## src/core/iop_pkg.sv

```systemverilog
// Package for the I/O ring port performance event selector.
package iop_pkg;

    // ********************************************************************
    // Event codes
    // ********************************************************************
    localparam logic [7:0] EV_UNIT_CLOCK      = 8'h00;
    localparam logic [7:0] EV_DRS_INSERTS     = 8'h01;
    localparam logic [7:0] EV_NCB_INSERTS     = 8'h02;
    localparam logic [7:0] EV_NCS_INSERTS     = 8'h03;
    localparam logic [7:0] EV_DRS_FULL        = 8'h04;
    localparam logic [7:0] EV_NCB_FULL        = 8'h05;
    localparam logic [7:0] EV_NCS_FULL        = 8'h06;
    localparam logic [7:0] EV_DRS_OCCUPANCY   = 8'h07;
    localparam logic [7:0] EV_NCB_OCCUPANCY   = 8'h08;
    localparam logic [7:0] EV_NCS_OCCUPANCY   = 8'h09;
    localparam logic [7:0] EV_RSP_INSERTS     = 8'h0a;
    localparam logic [7:0] EV_RSP_FULL        = 8'h0b;
    localparam logic [7:0] EV_RSP_OCCUPANCY   = 8'h0c;
    localparam logic [7:0] EV_OUT_OCCUPANCY   = 8'h0d;
    localparam logic [7:0] EV_OUT_NCB_ISSUE   = 8'h0e;
    localparam logic [7:0] EV_OUT_NCS_ISSUE   = 8'h0f;
    localparam logic [7:0] EV_TRANSACTIONS    = 8'h15;
    localparam logic [7:0] EV_TICKLES         = 8'h16;
    localparam logic [7:0] EV_ADDR_STALL      = 8'h18;
    localparam logic [7:0] EV_DATA_STALL      = 8'h19;
    localparam logic [7:0] EV_WR_ORDER_STALL  = 8'h1a;

    // ********************************************************************
    // Control word layout and unit-mask bits
    // ********************************************************************
    localparam int CTL_EVENT_LSB   = 0;
    localparam int CTL_UMASK_LSB   = 8;
    localparam int CTL_UMASK_MSB   = 15;
    localparam int TK_LOST_BIT     = 0;
    localparam int TK_HEAD_BIT     = 1;
    localparam int TR_READ_BIT     = 0;
    localparam int TR_WRITE_BIT    = 1;
    localparam int TR_PREFETCH_BIT = 2;
    localparam int TR_SOURCE_BIT   = 3;

    // ********************************************************************
    // Sizes and reset values
    // ********************************************************************
    localparam int NUM_COUNTERS    = 2;
    localparam int QUEUE_MAX       = 24;
    localparam int OCC_W           = 5;
    localparam int SRC_W           = 5;
    localparam int NUM_CLASSES     = 3;
    localparam logic [31:0] CTL_RESET = 32'h0000_0000;

    typedef struct packed {
        logic [NUM_CLASSES-1:0] alloc;
        logic [NUM_CLASSES-1:0] full;
        logic [NUM_CLASSES*OCC_W-1:0] occ;
    } iop_data_ingress_t;

    typedef struct packed {
        logic             alloc;
        logic             full;
        logic [OCC_W-1:0] occ;
    } iop_rsp_ingress_t;

    typedef struct packed {
        logic             valid;
        logic             is_read;
        logic             is_write;
        logic             is_prefetch;
        logic [SRC_W-1:0] source;
    } iop_txn_t;

endpackage : iop_pkg

```

## src/core/iop_event_select.sv

```systemverilog
// Event selection and per-counter increments for the I/O ring port unit.
//
// Implementation choices: the placing of the registers and the two direct control-word ports.
`timescale 1ns/1ps
`default_nettype none

// How it works
// (RULE1) Code 0x00 adds one every unit clock cycle.
// (RULE2) Code 0x0b adds one while the response ingress queue is full.
// (RULE3) Code 0x0a adds one per allocation into the response ingress queue.
// (RULE4) Code 0x0c adds the response ingress occupancy, at most 24, each cycle.
// (RULE5) Codes 0x04-0x06 count full cycles of each data ingress class queue.
// (RULE6) Codes 0x01-0x03 count allocations into each data ingress class queue.
// (RULE7) Codes 0x07-0x09 add each data ingress class occupancy, at most 24.
// (RULE8) Code 0x16 counts explicit and implicit tickles received.
// (RULE9) Tickle mask bit 0 counts each request losing ownership on a tickle.
// (RULE10) Tickle mask bit 1 counts tickles hitting the head of queue.
// (RULE11) Code 0x15 ORs type mask bits, then ANDs source match if selected.
// (RULE12) Transaction mask bit 0 counts reads but not read prefetches.
// (RULE13) Transaction mask bit 1 counts writes, each retry counted again.
// (RULE14) Transaction mask bit 2 counts read prefetches.
// (RULE15) Transaction mask bit 3 restricts counting to the filtered source queue.
// (RULE16) Code 0x18 counts request stalls for lack of address-channel credit.
// (RULE17) Code 0x19 counts data stalls for lack of data-channel credit.
// (RULE18) Codes 0x0e and 0x0f count bypass and standard requests to the switch.
// (RULE19) Code 0x0d adds the outstanding outbound request count each cycle.
// (RULE20) Code 0x1a counts ack-pending cycles with an idle switch pipeline.
// (RULE21) Only counters 0 and 1 exist; non-occupancy events add at most one. Code 0x16 with mask bit 0 adds tickle_lost_cnt instead.
// (RULE22) Unit mask sits in control bits 15:8 beside the event code.
// (RULE23) Increment chosen from code and mask; unknown codes add zero.
module iop_event_select #(
    parameter int OUT_W = 8                     // Width of the outstanding request count.
) (
    input  wire logic                          clk,            // Unit clock, 20 MHz.
    input  wire logic                          rst,            // Synchronous reset, active high.
    input  wire logic                          ce,             // Clock enable; low freezes state.
    input  wire logic [31:0]                   ctl0,           // Control word of counter 0.
    input  wire logic [31:0]                   ctl1,           // Control word of counter 1.
    input  wire logic [iop_pkg::SRC_W-1:0]     source_queue_filter, // Selected source queue.
    input  wire iop_pkg::iop_rsp_ingress_t     rsp_ingress,    // Response ingress status.
    input  wire iop_pkg::iop_data_ingress_t    data_ingress,   // Data ingress status per class.
    input  wire logic                          tickle_in,      // Tickle received this cycle.
    input  wire logic                          tickle_at_head, // Tickled request is at head.
    input  wire logic [iop_pkg::OCC_W-1:0]     tickle_lost_cnt, // Requests losing ownership.
    input  wire iop_pkg::iop_txn_t             txn,            // Inbound transaction issued.
    input  wire logic                          addr_credit_stall, // No address egress credit.
    input  wire logic                          data_credit_stall, // No data egress credit.
    input  wire logic                          issue_ncb,      // Bypass request to switch.
    input  wire logic                          issue_ncs,      // Standard request to switch.
    input  wire logic [OUT_W-1:0]              out_outstanding, // Outbound requests pending.
    input  wire logic                          ack_pending,    // Write acks pending in switch.
    input  wire logic                          switch_pipe_busy, // Switch to port pipe in use.
    output logic [OUT_W-1:0]                   inc0,           // Increment for counter 0.
    output logic [OUT_W-1:0]                   inc1            // Increment for counter 1.
);

    // ********************************************************************
    // Parameter check
    // ********************************************************************
    if (OUT_W < iop_pkg::OCC_W)
    begin : g_bad_width
        $error("OUT_W must hold a queue occupancy of 24");
    end

    // ********************************************************************
    // Registered control words
    // ********************************************************************
    // Control words are registered so a reprogramming takes two clean cycles to
    // reach the adders; counters never see a half-written selection.
    logic [31:0] ctl_q [iop_pkg::NUM_COUNTERS];
    logic [OUT_W-1:0] next_inc [iop_pkg::NUM_COUNTERS];

    always_ff @(posedge clk)
    begin
        if (rst)
        begin
            ctl_q[0] <= iop_pkg::CTL_RESET;
            ctl_q[1] <= iop_pkg::CTL_RESET;
        end
        else if (ce)
        begin
            ctl_q[0] <= ctl0;
            ctl_q[1] <= ctl1;
        end
    end

    // ********************************************************************
    // Shared event terms
    // ********************************************************************
    logic src_hit;
    logic [iop_pkg::OCC_W-1:0] occ_cls [iop_pkg::NUM_CLASSES];

    assign src_hit = (txn.source == source_queue_filter);

    genvar gc;
    generate
        for (gc = 0; gc < iop_pkg::NUM_CLASSES; gc++)
        begin : g_cls
            assign occ_cls[gc] = data_ingress.occ[gc*iop_pkg::OCC_W +: iop_pkg::OCC_W];
        end
    endgenerate

    // ********************************************************************
    // Per-counter selection
    // ********************************************************************
    genvar gi;
    generate
        for (gi = 0; gi < iop_pkg::NUM_COUNTERS; gi++) // RULE21
        begin : g_ctr
            logic [7:0] code;
            logic [7:0] umask;
            logic       type_hit;
            logic       txn_hit;

            assign code  = ctl_q[gi][iop_pkg::CTL_EVENT_LSB +: 8];
            assign umask = ctl_q[gi][iop_pkg::CTL_UMASK_MSB:iop_pkg::CTL_UMASK_LSB]; // RULE22

            assign type_hit = (umask[iop_pkg::TR_READ_BIT] & txn.is_read
                                   & ~txn.is_prefetch)                 // RULE12
                            | (umask[iop_pkg::TR_WRITE_BIT] & txn.is_write) // RULE13
                            | (umask[iop_pkg::TR_PREFETCH_BIT] & txn.is_read
                                   & txn.is_prefetch);                 // RULE14
            assign txn_hit = txn.valid & type_hit
                           & (~umask[iop_pkg::TR_SOURCE_BIT] | src_hit); // RULE11 RULE15

            always_comb
            begin
                next_inc[gi] = '0;
                case (code) // RULE23
                    iop_pkg::EV_UNIT_CLOCK:     next_inc[gi] = OUT_W'(1); // RULE1
                    iop_pkg::EV_RSP_FULL:       next_inc[gi] = OUT_W'(rsp_ingress.full); // RULE2
                    iop_pkg::EV_RSP_INSERTS:    next_inc[gi] = OUT_W'(rsp_ingress.alloc); // RULE3
                    iop_pkg::EV_RSP_OCCUPANCY:  next_inc[gi] = OUT_W'(rsp_ingress.occ); // RULE4
                    iop_pkg::EV_DRS_FULL:       next_inc[gi] = OUT_W'(data_ingress.full[0]); // RULE5
                    iop_pkg::EV_NCB_FULL:       next_inc[gi] = OUT_W'(data_ingress.full[1]);
                    iop_pkg::EV_NCS_FULL:       next_inc[gi] = OUT_W'(data_ingress.full[2]);
                    iop_pkg::EV_DRS_INSERTS:    next_inc[gi] = OUT_W'(data_ingress.alloc[0]); // RULE6
                    iop_pkg::EV_NCB_INSERTS:    next_inc[gi] = OUT_W'(data_ingress.alloc[1]);
                    iop_pkg::EV_NCS_INSERTS:    next_inc[gi] = OUT_W'(data_ingress.alloc[2]);
                    iop_pkg::EV_DRS_OCCUPANCY:  next_inc[gi] = OUT_W'(occ_cls[0]); // RULE7
                    iop_pkg::EV_NCB_OCCUPANCY:  next_inc[gi] = OUT_W'(occ_cls[1]);
                    iop_pkg::EV_NCS_OCCUPANCY:  next_inc[gi] = OUT_W'(occ_cls[2]);
                    iop_pkg::EV_TICKLES:
                    begin
                        // With no mask bit set every tickle counts once.
                        if (umask[1:0] == 2'h0)
                        begin
                            next_inc[gi] = OUT_W'(tickle_in); // RULE8
                        end
                        else
                        begin
                            if (umask[iop_pkg::TK_LOST_BIT] && tickle_in && !tickle_at_head)
                            begin
                                next_inc[gi] = OUT_W'(tickle_lost_cnt); // RULE9
                            end
                            if (umask[iop_pkg::TK_HEAD_BIT] && tickle_in && tickle_at_head)
                            begin
                                next_inc[gi] = OUT_W'(1); // RULE10
                            end
                        end
                    end
                    iop_pkg::EV_TRANSACTIONS:   next_inc[gi] = OUT_W'(txn_hit); // RULE11
                    iop_pkg::EV_ADDR_STALL:     next_inc[gi] = OUT_W'(addr_credit_stall); // RULE16
                    iop_pkg::EV_DATA_STALL:     next_inc[gi] = OUT_W'(data_credit_stall); // RULE17
                    iop_pkg::EV_OUT_NCB_ISSUE:  next_inc[gi] = OUT_W'(issue_ncb); // RULE18
                    iop_pkg::EV_OUT_NCS_ISSUE:  next_inc[gi] = OUT_W'(issue_ncs);
                    iop_pkg::EV_OUT_OCCUPANCY:  next_inc[gi] = out_outstanding; // RULE19
                    iop_pkg::EV_WR_ORDER_STALL:
                        next_inc[gi] = OUT_W'(ack_pending & ~switch_pipe_busy); // RULE20
                    default:                    next_inc[gi] = '0; // RULE23
                endcase
            end
        end
    endgenerate

    // ********************************************************************
    // Registered increments
    // ********************************************************************
    always_ff @(posedge clk)
    begin
        if (rst)
        begin
            inc0 <= '0;
            inc1 <= '0;
        end
        else if (ce)
        begin
            inc0 <= next_inc[0];
            inc1 <= next_inc[1];
        end
    end

endmodule : iop_event_select

`default_nettype wire

```

## config.mk

```make
export PLATFORM = sky130hd
export DESIGN_NAME = iop_event_select
export DESIGN_NICKNAME = d
export VERILOG_FILES = /design/src/core/iop_pkg.sv /design/src/core/iop_event_select.sv
export SDC_FILE = /design/constraint.sdc
export NUM_CORES = 1
export LEC_CHECK = 0
export ABC_AREA = 1
export BUFFER_PORTS_ARGS = -buffer_cell sky130_fd_sc_hd__buf_2
export CELL_PAD_IN_SITES_DETAIL_PLACEMENT = 0
export CELL_PAD_IN_SITES_GLOBAL_PLACEMENT = 1
export CORE_UTILIZATION = 31
export CTS_BUF_LIST = sky130_fd_sc_hd__clkbuf_8
export CTS_CLUSTER_DIAMETER = 60
export DETAILED_ROUTE_END_ITERATION = 6
export GPL_TIMING_DRIVEN = 0
export PLACE_DENSITY = 0.89
export SETUP_SLACK_MARGIN = 0.15
export SLEW_MARGIN = 20
export SYNTH_ARGS = -nofsm -noshare
export SYNTH_HDL_FRONTEND = slang
export SYNTH_SLANG_ARGS = --single-unit
export TNS_END_PERCENT = 100
```

## constraint.sdc

```tcl
create_clock -name clk -period 1.9 [get_ports clk]
set_input_delay 0.38 -clock clk [delete_from_list [all_inputs] [get_ports clk]]
set_output_delay 0.38 -clock clk [all_outputs]
set_load 0.05 [all_outputs]
```

==> flow_metrics.env, run 1 <==
export IMPL_synthDistinctLibCells=25
export IMPL_grt_first_pass_wirelength_um=15400
export IMPL_power_mw=2.242
export IMPL_p_leak_nw=2.143
export IMPL_rsz0062_at_grt="true"
export IMPL_synth_area_mm2=0.003022
export IMPL_numCtsBuffers=5
export IMPL_syn_instance_count=510
export IMPL_drt_wirelength_per_cell_um=13.02
export IMPL_globalplace_congestion=0.8740
export IMPL_hp_class="in -> reg"
export IMPL_antenna_cells=0
export IMPL_cts_max_level=2
export IMPL_n_fill_cell=1017
export IMPL_first_pass_iters=5
export IMPL_cp_start_kind="flip-flop"
export IMPL_dr_first_iter_drc_count=213
export IMPL_hpwl_um=7896
export IMPL_skew_ns=0.007601
export IMPL_dp_slack_ns=-0.4056
export IMPL_slew_headroom=0.7169
export IMPL_initial_core_util=0.3239
export IMPL_period_share=0.8750
export IMPL_stdcell_count=762
export IMPL_worstPathArrival_ns=1.91
export IMPL_cp_slowest_cell="edfxtp_1"
export IMPL_drive_above_1_share=0.2844
export IMPL_nNetsFinal=762
export IMPL_clock_root_buffer="clkbuf_8"
export IMPL_setup_ws_ns=0.2374
export IMPL_dpl_instance_area_mm2=0.003709
export IMPL_avgSynthCellArea_um2=5.925
export IMPL_yosysTopAreaCellShare=0.2385
export IMPL_worstPathCellList="nor2_2 > inv_1 > nor2_1 > nand2_1 > nor2_1 > nor2_1 > nand4_1 > nand2_1 > nand2_1"
export IMPL_synthTopCellsByArea="edfxtp_1 (24%), nand2_1 (23%), nor2_1 (13%), dfxtp_1 (11%), nand3_1 (8.1%)"
export IMPL_ys_seq_area_frac=0.3445
export IMPL_crit_path_end_kind="flip-flop"
export IMPL_area_growth_pct=33.75
export IMPL_path_clk_slew_ns=0.08
export IMPL_crit_family="simple AND/OR/NAND/NOR gates"
export IMPL_grt_usage=0.1972
export IMPL_die_w_um=100.7
export IMPL_tightest_slew_ns=0.4247
export IMPL_antenna_found_initial=0
export IMPL_path_buf_inv=1
export IMPL_grt_pass1_vias=3291
export IMPL_pwr_density_cell_mw_per_mm2=554.8
export IMPL_outcome="complete, no violations"
export IMPL_dp_cells=744
export IMPL_cts_sinks=40
export IMPL_final_area_mm2=0.004041
export IMPL_grt_overflow_total=0
export IMPL_route_antenna_remaining_nets=0
export IMPL_num_io_pins=146
export IMPL_hold_violations=0
export IMPL_io_buffers=105
export IMPL_die_area_mm2=0.01015
export IMPL_finalWorstPathRequiredPeriod_ns=1.663
export IMPL_ir_drop_uv=238.6
export IMPL_clkLatencyLatePin_ns=0.30
export IMPL_vias=3595
export IMPL_cts_path_max_buffers=2
export IMPL_holdWs_ns=0.2577
export IMPL_maxCapViolCount=0
export IMPL_layout_commonest_cell="nand2_1"
export IMPL_cp_required_ns=2.15
export IMPL_drc=0
export IMPL_cp_slowest_stage_delay_ns=0.53
export IMPL_wl_um=9922
export IMPL_avgViaCountPerCell=4.718
export IMPL_final_cell_mix="nand2_1 (176), buf_2 (106), nor2_1 (89), inv_1 (55), nand3_1 (49)"
export IMPL_die_y_um=100.7
export IMPL_crit_type="reg -> reg"
export IMPL_cp_max_fo=5
export IMPL_rows=35
export IMPL_synth_seq_cells=40
export IMPL_max_freq_mhz=601.5
export IMPL_slew_violations=0
export IMPL_cts_tree="done"
export IMPL_grt_start_max_net_pins=13
export IMPL_coreArea_mm2=0.009328
export IMPL_setup_viol=0
export IMPL_synth_fp_nets=640
export IMPL_yosysTopAreaCell="edfxtp_1"
export IMPL_synth_warnings=0
## metal layers
metal	up-vias	global-route usage	routed length [µm]
met2	156	0.3209	4402
li1	1839	-	-
met1	1580	0.2638	4532
met4	0	0.06577	221
met5	-	0	0
met3	20	0.03537	764
## final cells by class
class,count,area (µm²),share of cell area
repair buffers,114,593.1,0.1467
multi-input cells,398,1831,0.4529
clock buffers,5,68.82,0.01703
repair inverters,1,7.507,0.001858
well taps,129,161.4,0.03994
clock inverters,3,38.79,0.009598
plain buffers,7,47.55,0.01176
inverters,65,252.7,0.06254
flip-flops and latches,40,1041,0.2576
## sequential cells by signal, summed over array words and instances, names as in the netlist
name and cells:
ctl_q 24, inc0 8, inc1 8
## synthesized netlist by cell type
| master | n |
|---|---|
| inv_1 | 59 |
| xnor2_1 | 1 |
| nor2_2 | 11 |
| clkbuf_1 | 3 |
| inv_2 | 4 |
| nor2_4 | 2 |
| a22oi_1 | 1 |
| o21ai_0 | 17 |
| inv_4 | 1 |
| o21ai_1 | 1 |
| xor2_1 | 1 |
| o22ai_1 | 1 |
| nand4_1 | 8 |
| nand2_2 | 6 |
| a21oi_1 | 7 |
| nand2_1 | 183 |
| o211ai_1 | 3 |
| edfxtp_1 | 24 |
| buf_2 | 1 |
| dfxtp_1 | 16 |
| nand3_1 | 49 |
| buf_4 | 3 |
| nand3b_1 | 1 |
| nor2_1 | 106 |
| clkinv_1 | 1 |
## metrics by stage
step,util,TNS [ns]
floorplan,-,0
global placement,0.3976,-9.087
detailed placement,0.3976,-9.694
CTS,0.4126,0
global route,0.4333,0
finish,0.4333,0
## worst register-to-register path, stage by stage (launching register included)
cell and delay (ns):
edfxtp_1 0.53, nor2_2 0.17, inv_1 0.10, nor2_1 0.35, nand2_1 0.13, nor2_1 0.11
nor2_1 0.05, nand4_1 0.07, nand2_1 0.06, nand2_1 0.06
## worst paths after layout
check	startpoint	end	slack, ns	cells after the start
worst max-delay path	ctl_q[0][1]	inc0[1]	0.24	9
worst min-delay path	rst	inc1[4]	0.26	2
worst max register to register	ctl_q[0][1]	inc0[1]	0.24	9
worst min register to register	inc1[2]	inc1[2]	0.45	2
## power by group
part	internal, mW	switching [mW]	total [mW]	leakage, nW
registers	0.967	0.0402	1.01	0.387
logic	0.192	0.344	0.535	1.70
clock network	0.385	0.315	0.700	0.0593
## timing repair
action	4_1_cts	5_1_grt
pin swaps	0	11
hold buffers	0	0
setup endpoints to repair	33	34
gates resized for setup	9	40
endpoints found under the hold margin	0	0
setup buffers	0	9
cloned	1	0
## kinds of logic after synthesis
| logic type | count (synthesis) | share of synthesized area |
|---|---|---|
| AO/OA/AOI/OAI | 30 | 0.05341 |
| XOR/XNOR | 2 | 0.005798 |
| buffers and inverters | 72 | 0.09441 |
| flip-flops | 40 | 0.3445 |
| AND/OR/NAND/NOR | 366 | 0.5019 |
Power figures use the tool's default switching activity.
==> inputs of run 2 (changes only) <==
--- a/config.mk
+++ b/config.mk
@@ -6,14 +6,14 @@
 export NUM_CORES = 1
 export LEC_CHECK = 0
 export ABC_AREA = 1
-export BUFFER_PORTS_ARGS = -buffer_cell sky130_fd_sc_hd__buf_2
+export BUFFER_PORTS_ARGS = -buffer_cell sky130_fd_sc_hd__buf_4
 export CELL_PAD_IN_SITES_DETAIL_PLACEMENT = 0
 export CELL_PAD_IN_SITES_GLOBAL_PLACEMENT = 1
 export CORE_UTILIZATION = 31
 export CTS_BUF_LIST = sky130_fd_sc_hd__clkbuf_8
 export CTS_CLUSTER_DIAMETER = 60
 export DETAILED_ROUTE_END_ITERATION = 6
-export GPL_TIMING_DRIVEN = 0
+export GPL_TIMING_DRIVEN = 1
 export PLACE_DENSITY = 0.89
 export SETUP_SLACK_MARGIN = 0.15
 export SLEW_MARGIN = 20
==> constraint.sdc (replaced) <==
create_clock -name clk -period 1.9 [get_ports clk]
set_input_delay 0.38 -clock clk [delete_from_list [all_inputs] [get_ports clk]]
set_output_delay 0.38 -clock clk [all_outputs]
set_load 0.1 [all_outputs]
==> run 2 against run 1 <==
Net effect: worst setup slack improved by 0.015 ns; fmax rose by 0.89%; first-iteration DRC count fell by 2.8%; sequential power barely moved; core utilization rose by 2.0 points; critical endpoint unchanged; largest power group unchanged.
==> flow_metrics.env, run 2 (synthesized netlist as in run 1, its figures left out) <==
export IMPL_outcome="complete, no violations"
export IMPL_hold_violations=0
export IMPL_grt_overflow_total=0
export IMPL_drive_above_1_share=0.2734
export IMPL_cp_required_ns=2.15
export IMPL_max_freq_mhz=606.9
export IMPL_dp_slack_ns=0.1645
export IMPL_cts_sinks=40
export IMPL_grt_pass1_vias=3265
export IMPL_ctsHoldBuffers=0
export IMPL_vias=3522
export IMPL_initial_core_util=0.3239
export IMPL_skew_ns=0.005061
export IMPL_period_share=0.8673
export IMPL_p_leak_nw=2.171
export IMPL_path_clk_slew_ns=0.08
export IMPL_drt_wirelength_per_cell_um=12.97
export IMPL_largest_reg_flops=24
export IMPL_setup_viol=0
export IMPL_worstPathArrival_ns=1.90
export IMPL_area_growth_pct=39.92
export IMPL_maxCapViolCount=0
export IMPL_regMostFlops="ctl_q"
export IMPL_register_area_mm2=0.001041
export IMPL_pwr_density_cell_mw_per_mm2=510.5
export IMPL_dr_first_iter_drc_count=207
export IMPL_nNetsFinal=758
export IMPL_finalWorstPathRequiredPeriod_ns=1.648
export IMPL_globalplace_congestion=0.8956
export IMPL_io_buffers=105
export IMPL_hpwl_um=8000
export IMPL_hp_class="in -> reg"
export IMPL_crit_type="reg -> reg"
export IMPL_clkLatencyLatePin_ns=0.30
export IMPL_rsz0062_at_grt="true"
export IMPL_die_w_um=100.7
export IMPL_slew_violations=0
export IMPL_avgViaCountPerCell=4.646
export IMPL_power_mw=2.158
export IMPL_layout_commonest_cell="nand2_1"
export IMPL_multiInputGateArea_mm2=0.001795
export IMPL_n_fill_cell=1011
export IMPL_cts_tree="done"
export IMPL_cts_path_max_buffers=2
export IMPL_coreArea_mm2=0.009328
export IMPL_die_area_mm2=0.01015
export IMPL_setup_ws_ns=0.2522
export IMPL_first_pass_iters=5
export IMPL_fin_tns_setup_ns=0
export IMPL_num_io_pins=146
export IMPL_antenna_found_initial=0
export IMPL_ir_drop_uv=240.6
export IMPL_die_y_um=100.7
export IMPL_clock_root_buffer="clkbuf_8"
export IMPL_holdWs_ns=0.2452
export IMPL_rows=35
export IMPL_route_antenna_remaining_nets=0
export IMPL_cts_max_level=2
export IMPL_tightest_slew_ns=0.4338
export IMPL_wl_um=9830
export IMPL_crit_path_end_kind="flip-flop"
export IMPL_grt_start_max_net_pins=25
export IMPL_antenna_cells=0
export IMPL_numCtsBuffers=5
export IMPL_slew_headroom=0.7097
export IMPL_drc=0
export IMPL_final_cell_mix="nand2_1 (174), buf_4 (118), nor2_1 (93), inv_1 (58), nand3_1 (49)"
export IMPL_post_route_util=0.4533
export IMPL_grt_first_pass_wirelength_um=15450
export IMPL_reg_top3="ctl_q x24, inc0 x8, inc1 x8"
export IMPL_cp_start_kind="flip-flop"
export IMPL_grt_usage=0.1960
export IMPL_cp_max_fo=5
run 2: cell types whose count changed in the layout (fill, tap and decap cells not counted), moves of 3 or more:
cell,change
buf_2,-106
buf_4,+108
inv_1,+3
inv_2,-3
nand2_2,+6
nand2_4,-4
nor2_1,+4
run 2: final cells by class:
class	count	share of cell area
Multi-Input combinational cell	398	0.4247
Sequential cell	40	0.2462
Timing Repair Buffer	118	0.2095
Inverter	65	0.06067
Tap cell	129	0.03818
Clock buffer	5	0.01628
Clock inverter	3	0.004439
run 2: what timing repair did:
item	CTS	global route
setup buffers	0	2
resized for setup	1	37
pin swaps	0	2
endpoints found under the setup margin	2	10
run 2: per-layer routing:
layer / GRT usage / vias up / share of wire
li1: - / 1826 / -
met3: 0.03051 / 10 / 0.062
met1: 0.2636 / 1545 / 0.46
met2: 0.3325 / 141 / 0.48
met5: 0 / - / 0
met4: 0.04013 / 0 / 0.0076
run 2: final timing paths:
kind	from	end	slack, ns	cells past startpoint
worst min register to register	inc0[4]	inc0[4]	0.46	2
worst max-delay path	ctl_q[0][1]	inc0[1]	0.25	9
worst min-delay path	rst	inc1[4]	0.25	2
worst max register to register	ctl_q[0][1]	inc0[1]	0.25	9
run 2: power by group:
group / switching [mW] / internal, mW
registers: 0.0378 / 0.967
logic: 0.333 / 0.232
clock network: 0.334 / 0.254
run 2: metrics by stage:
step           cells  cell area, µm²
2_1_floorplan    510            3022
3_3_place_gp     748            4015
3_5_place_dp     748            4015
4_1_cts          756            4105
5_1_grt          758            4228
6_report         758            4228
run 2: worst max-delay path: stages, from the launching register on:
cell and delay [ns]:
edfxtp_1 0.46, nor2_1 0.17, inv_1 0.11, nor2_1 0.36, nand2_1 0.12, nor2_1 0.10, nor2_1 0.05, nand4_1 0.10
nand2_1 0.07, nand2_1 0.06
==> inputs of run 3 (changes only) <==
--- a/config.mk
+++ b/config.mk
@@ -14,7 +14,7 @@
 export CTS_CLUSTER_DIAMETER = 60
 export DETAILED_ROUTE_END_ITERATION = 6
 export GPL_TIMING_DRIVEN = 1
-export PLACE_DENSITY = 0.89
+export PLACE_DENSITY = 0.87
 export SETUP_SLACK_MARGIN = 0.15
 export SLEW_MARGIN = 20
 export SYNTH_ARGS = -nofsm -noshare
==> run 3 against run 2 <==
Net effect: sequential share of layout area fell by 0.77 points; combinational power rose by 6.4%; worst setup slack got worse by 0.020 ns; wire length is 0.67% lower; design area grew 3.2%; core utilization up 1.5 points; non-clock buffer count is 7 higher; register-to-register slack worse by 0.02 ns; highest routed layer unchanged; critical endpoint is now inc0[2]; via count is 0.65% higher; global-route usage decreased by 0.083 points.
==> flow_metrics.env, run 3 (synthesized netlist as in run 1, its figures left out) <==
export IMPL_first_pass_iters=5
export IMPL_clkLatencyLatePin_ns=0.30
export IMPL_p_clk_frac=0.269
export IMPL_fin_tns_setup_ns=0
export IMPL_pwr_density_cell_mw_per_mm2=503.8
export IMPL_rsz0062_at_grt="true"
export IMPL_grt_pass1_vias=3283
export IMPL_worstReg2RegStart="ctl_q[0][0]"
export IMPL_rows=35
export IMPL_p_leak_nw=2.244
export IMPL_path_clk_slew_ns=0.08
export IMPL_ctsHoldBuffers=0
export IMPL_drive_above_1_share=0.3140
export IMPL_final_cell_mix="nand2_1 (168), buf_4 (123), nor2_1 (83), inv_1 (56), nand3_1 (49)"
export IMPL_num_io_pins=146
export IMPL_skew_ns=0.006922
export IMPL_wl_um=9764
export IMPL_setup_viol=0
export IMPL_post_route_util=0.4679
export IMPL_swShare=0.3158
export IMPL_antenna_found_initial=0
export IMPL_grt_overflow_total=0
export IMPL_numCtsBuffers=5
export IMPL_crit_type="reg -> reg"
export IMPL_io_buffers=105
export IMPL_maxCapViolCount=0
export IMPL_cts_path_max_buffers=2
export IMPL_power_switching_uw=694.4
export IMPL_dr_first_iter_drc_count=220
export IMPL_slew_violations=0
export IMPL_area_growth_pct=44.43
export IMPL_reg_top3="ctl_q x24, inc0 x8, inc1 x8"
export IMPL_grt_usage=0.1952
export IMPL_initial_core_util=0.3239
export IMPL_nNetsFinal=766
export IMPL_combPwrFrac=0.273
export IMPL_reg2reg_slack_ns=0.23
export IMPL_grt_first_pass_wirelength_um=15240
export IMPL_cts_tree="done"
export IMPL_route_antenna_remaining_nets=0
export IMPL_crit_path_end_kind="flip-flop"
export IMPL_finalWorstPathRequiredPeriod_ns=1.668
export IMPL_coreArea_mm2=0.009328
export IMPL_die_w_um=100.7
export IMPL_avgViaCountPerCell=4.628
export IMPL_cp_required_ns=2.14
export IMPL_reg2regPathDepth=12
export IMPL_regMostFlops="ctl_q"
export IMPL_hpwl_um=7938
export IMPL_cts_sinks=40
export IMPL_drt_wirelength_per_cell_um=12.75
export IMPL_timing_rr_end="inc0[2]"
export IMPL_cts_max_level=2
export IMPL_antenna_cells=0
export IMPL_slew_headroom=0.7770
export IMPL_tightest_slew_ns=0.3333
export IMPL_drc=0
export IMPL_globalplace_congestion=0.8999
export IMPL_worstPathArrival_ns=1.91
export IMPL_min_to="inc1[4]"
export IMPL_vias=3545
export IMPL_largest_reg_flops=24
export IMPL_outcome="complete, no violations"
export IMPL_ir_drop_uv=258.7
export IMPL_hp_class="in -> reg"
export IMPL_internal_power_mw=1.504
export IMPL_power_mw=2.199
export IMPL_layout_commonest_cell="nand2_1"
export IMPL_cp_max_fo=5
export IMPL_worstHoldStart="rst"
export IMPL_max_freq_mhz=599.5
export IMPL_cp_start_kind="flip-flop"
export IMPL_die_y_um=100.7
export IMPL_seqPwrFrac=0.458
export IMPL_grt_start_max_net_pins=25
export IMPL_clock_root_buffer="clkbuf_8"
export IMPL_hold_violations=0
export IMPL_period_share=0.8780
export IMPL_die_area_mm2=0.01015
export IMPL_holdPathStages=2
run 3: what timing repair did:
| action | CTS | global route |
|---|---|---|
| buffers inserted | 0 | 8 |
| gates resized for setup | 0 | 67 |
| endpoints found under the setup margin | 0 | 10 |
run 3: area by class of cell:
cell class	instances	area, µm²
Fill cell	982	4964
Timing Repair inverter	1	5.005
Tap cell	129	161.4
Sequential cell	40	1041
Clock inverter	2	7.507
Inverter	65	256.5
Multi-Input combinational cell	398	1864
Clock buffer	6	82.58
Timing Repair Buffer	125	945.9
run 3: worst max path at each step:
stage | endpoint | startpoint | slack, ns | cells past startpoint
global placement | inc0[3] | ctl_q[0][7] | 0.25 | 11
CTS | inc0[2] | ctl_q[0][6] | 0.21 | 11
global route | inc0[4] | ctl_q[0][0] | 0.12 | 12
detailed placement | inc0[2] | ctl_q[0][6] | 0.24 | 11
finish | inc0[2] | ctl_q[0][0] | 0.23 | 12
floorplan | ctl_q[0][0] | ce | 0.24 | 3
run 3: metrics by stage:
step           worst slack, ns  area (µm²)  instances  hold WS (ns)
2_1_floorplan           0.2438        3022        510        0.4491
5_1_grt                 0.1239        4364        766        0.2522
6_report                0.2319        4364        766        0.2535
3_5_place_dp            0.2388        4023        749        0.4440
4_1_cts                 0.2119        4113        757        0.2506
3_3_place_gp            0.2534        4023        749        0.4392
run 3: metal layers:
metal  wire length (µm)  part of all wire  global-route usage
met1               4575              0.47              0.2578
met4                 43            0.0044             0.04125
met5                  0                 0                   0
met2               4481              0.46              0.3356
met3                663             0.068             0.03121
run 3: critical path: stages (launching register included):
cell      delay [ns]
edfxtp_1        0.50
inv_2           0.13
nand2_4         0.09
nor2_4          0.14
buf_6           0.11
nand2_2         0.05
nand2_2         0.07
a21oi_2         0.03
nand2_1         0.09
nor2_1          0.05
nor2_2          0.19
nand2_1         0.08
nand2_1         0.07
run 3: power groups by stage:
stage	combinational (mW)	sequential [mW]	clock, mW
finish	0.601	1.01	0.591
floorplan	0.259	1.03	0
CTS	0.525	1.00	0.611
global placement	0.522	1.02	0
global route	0.661	1.01	0.643
detailed placement	0.523	1.02	0
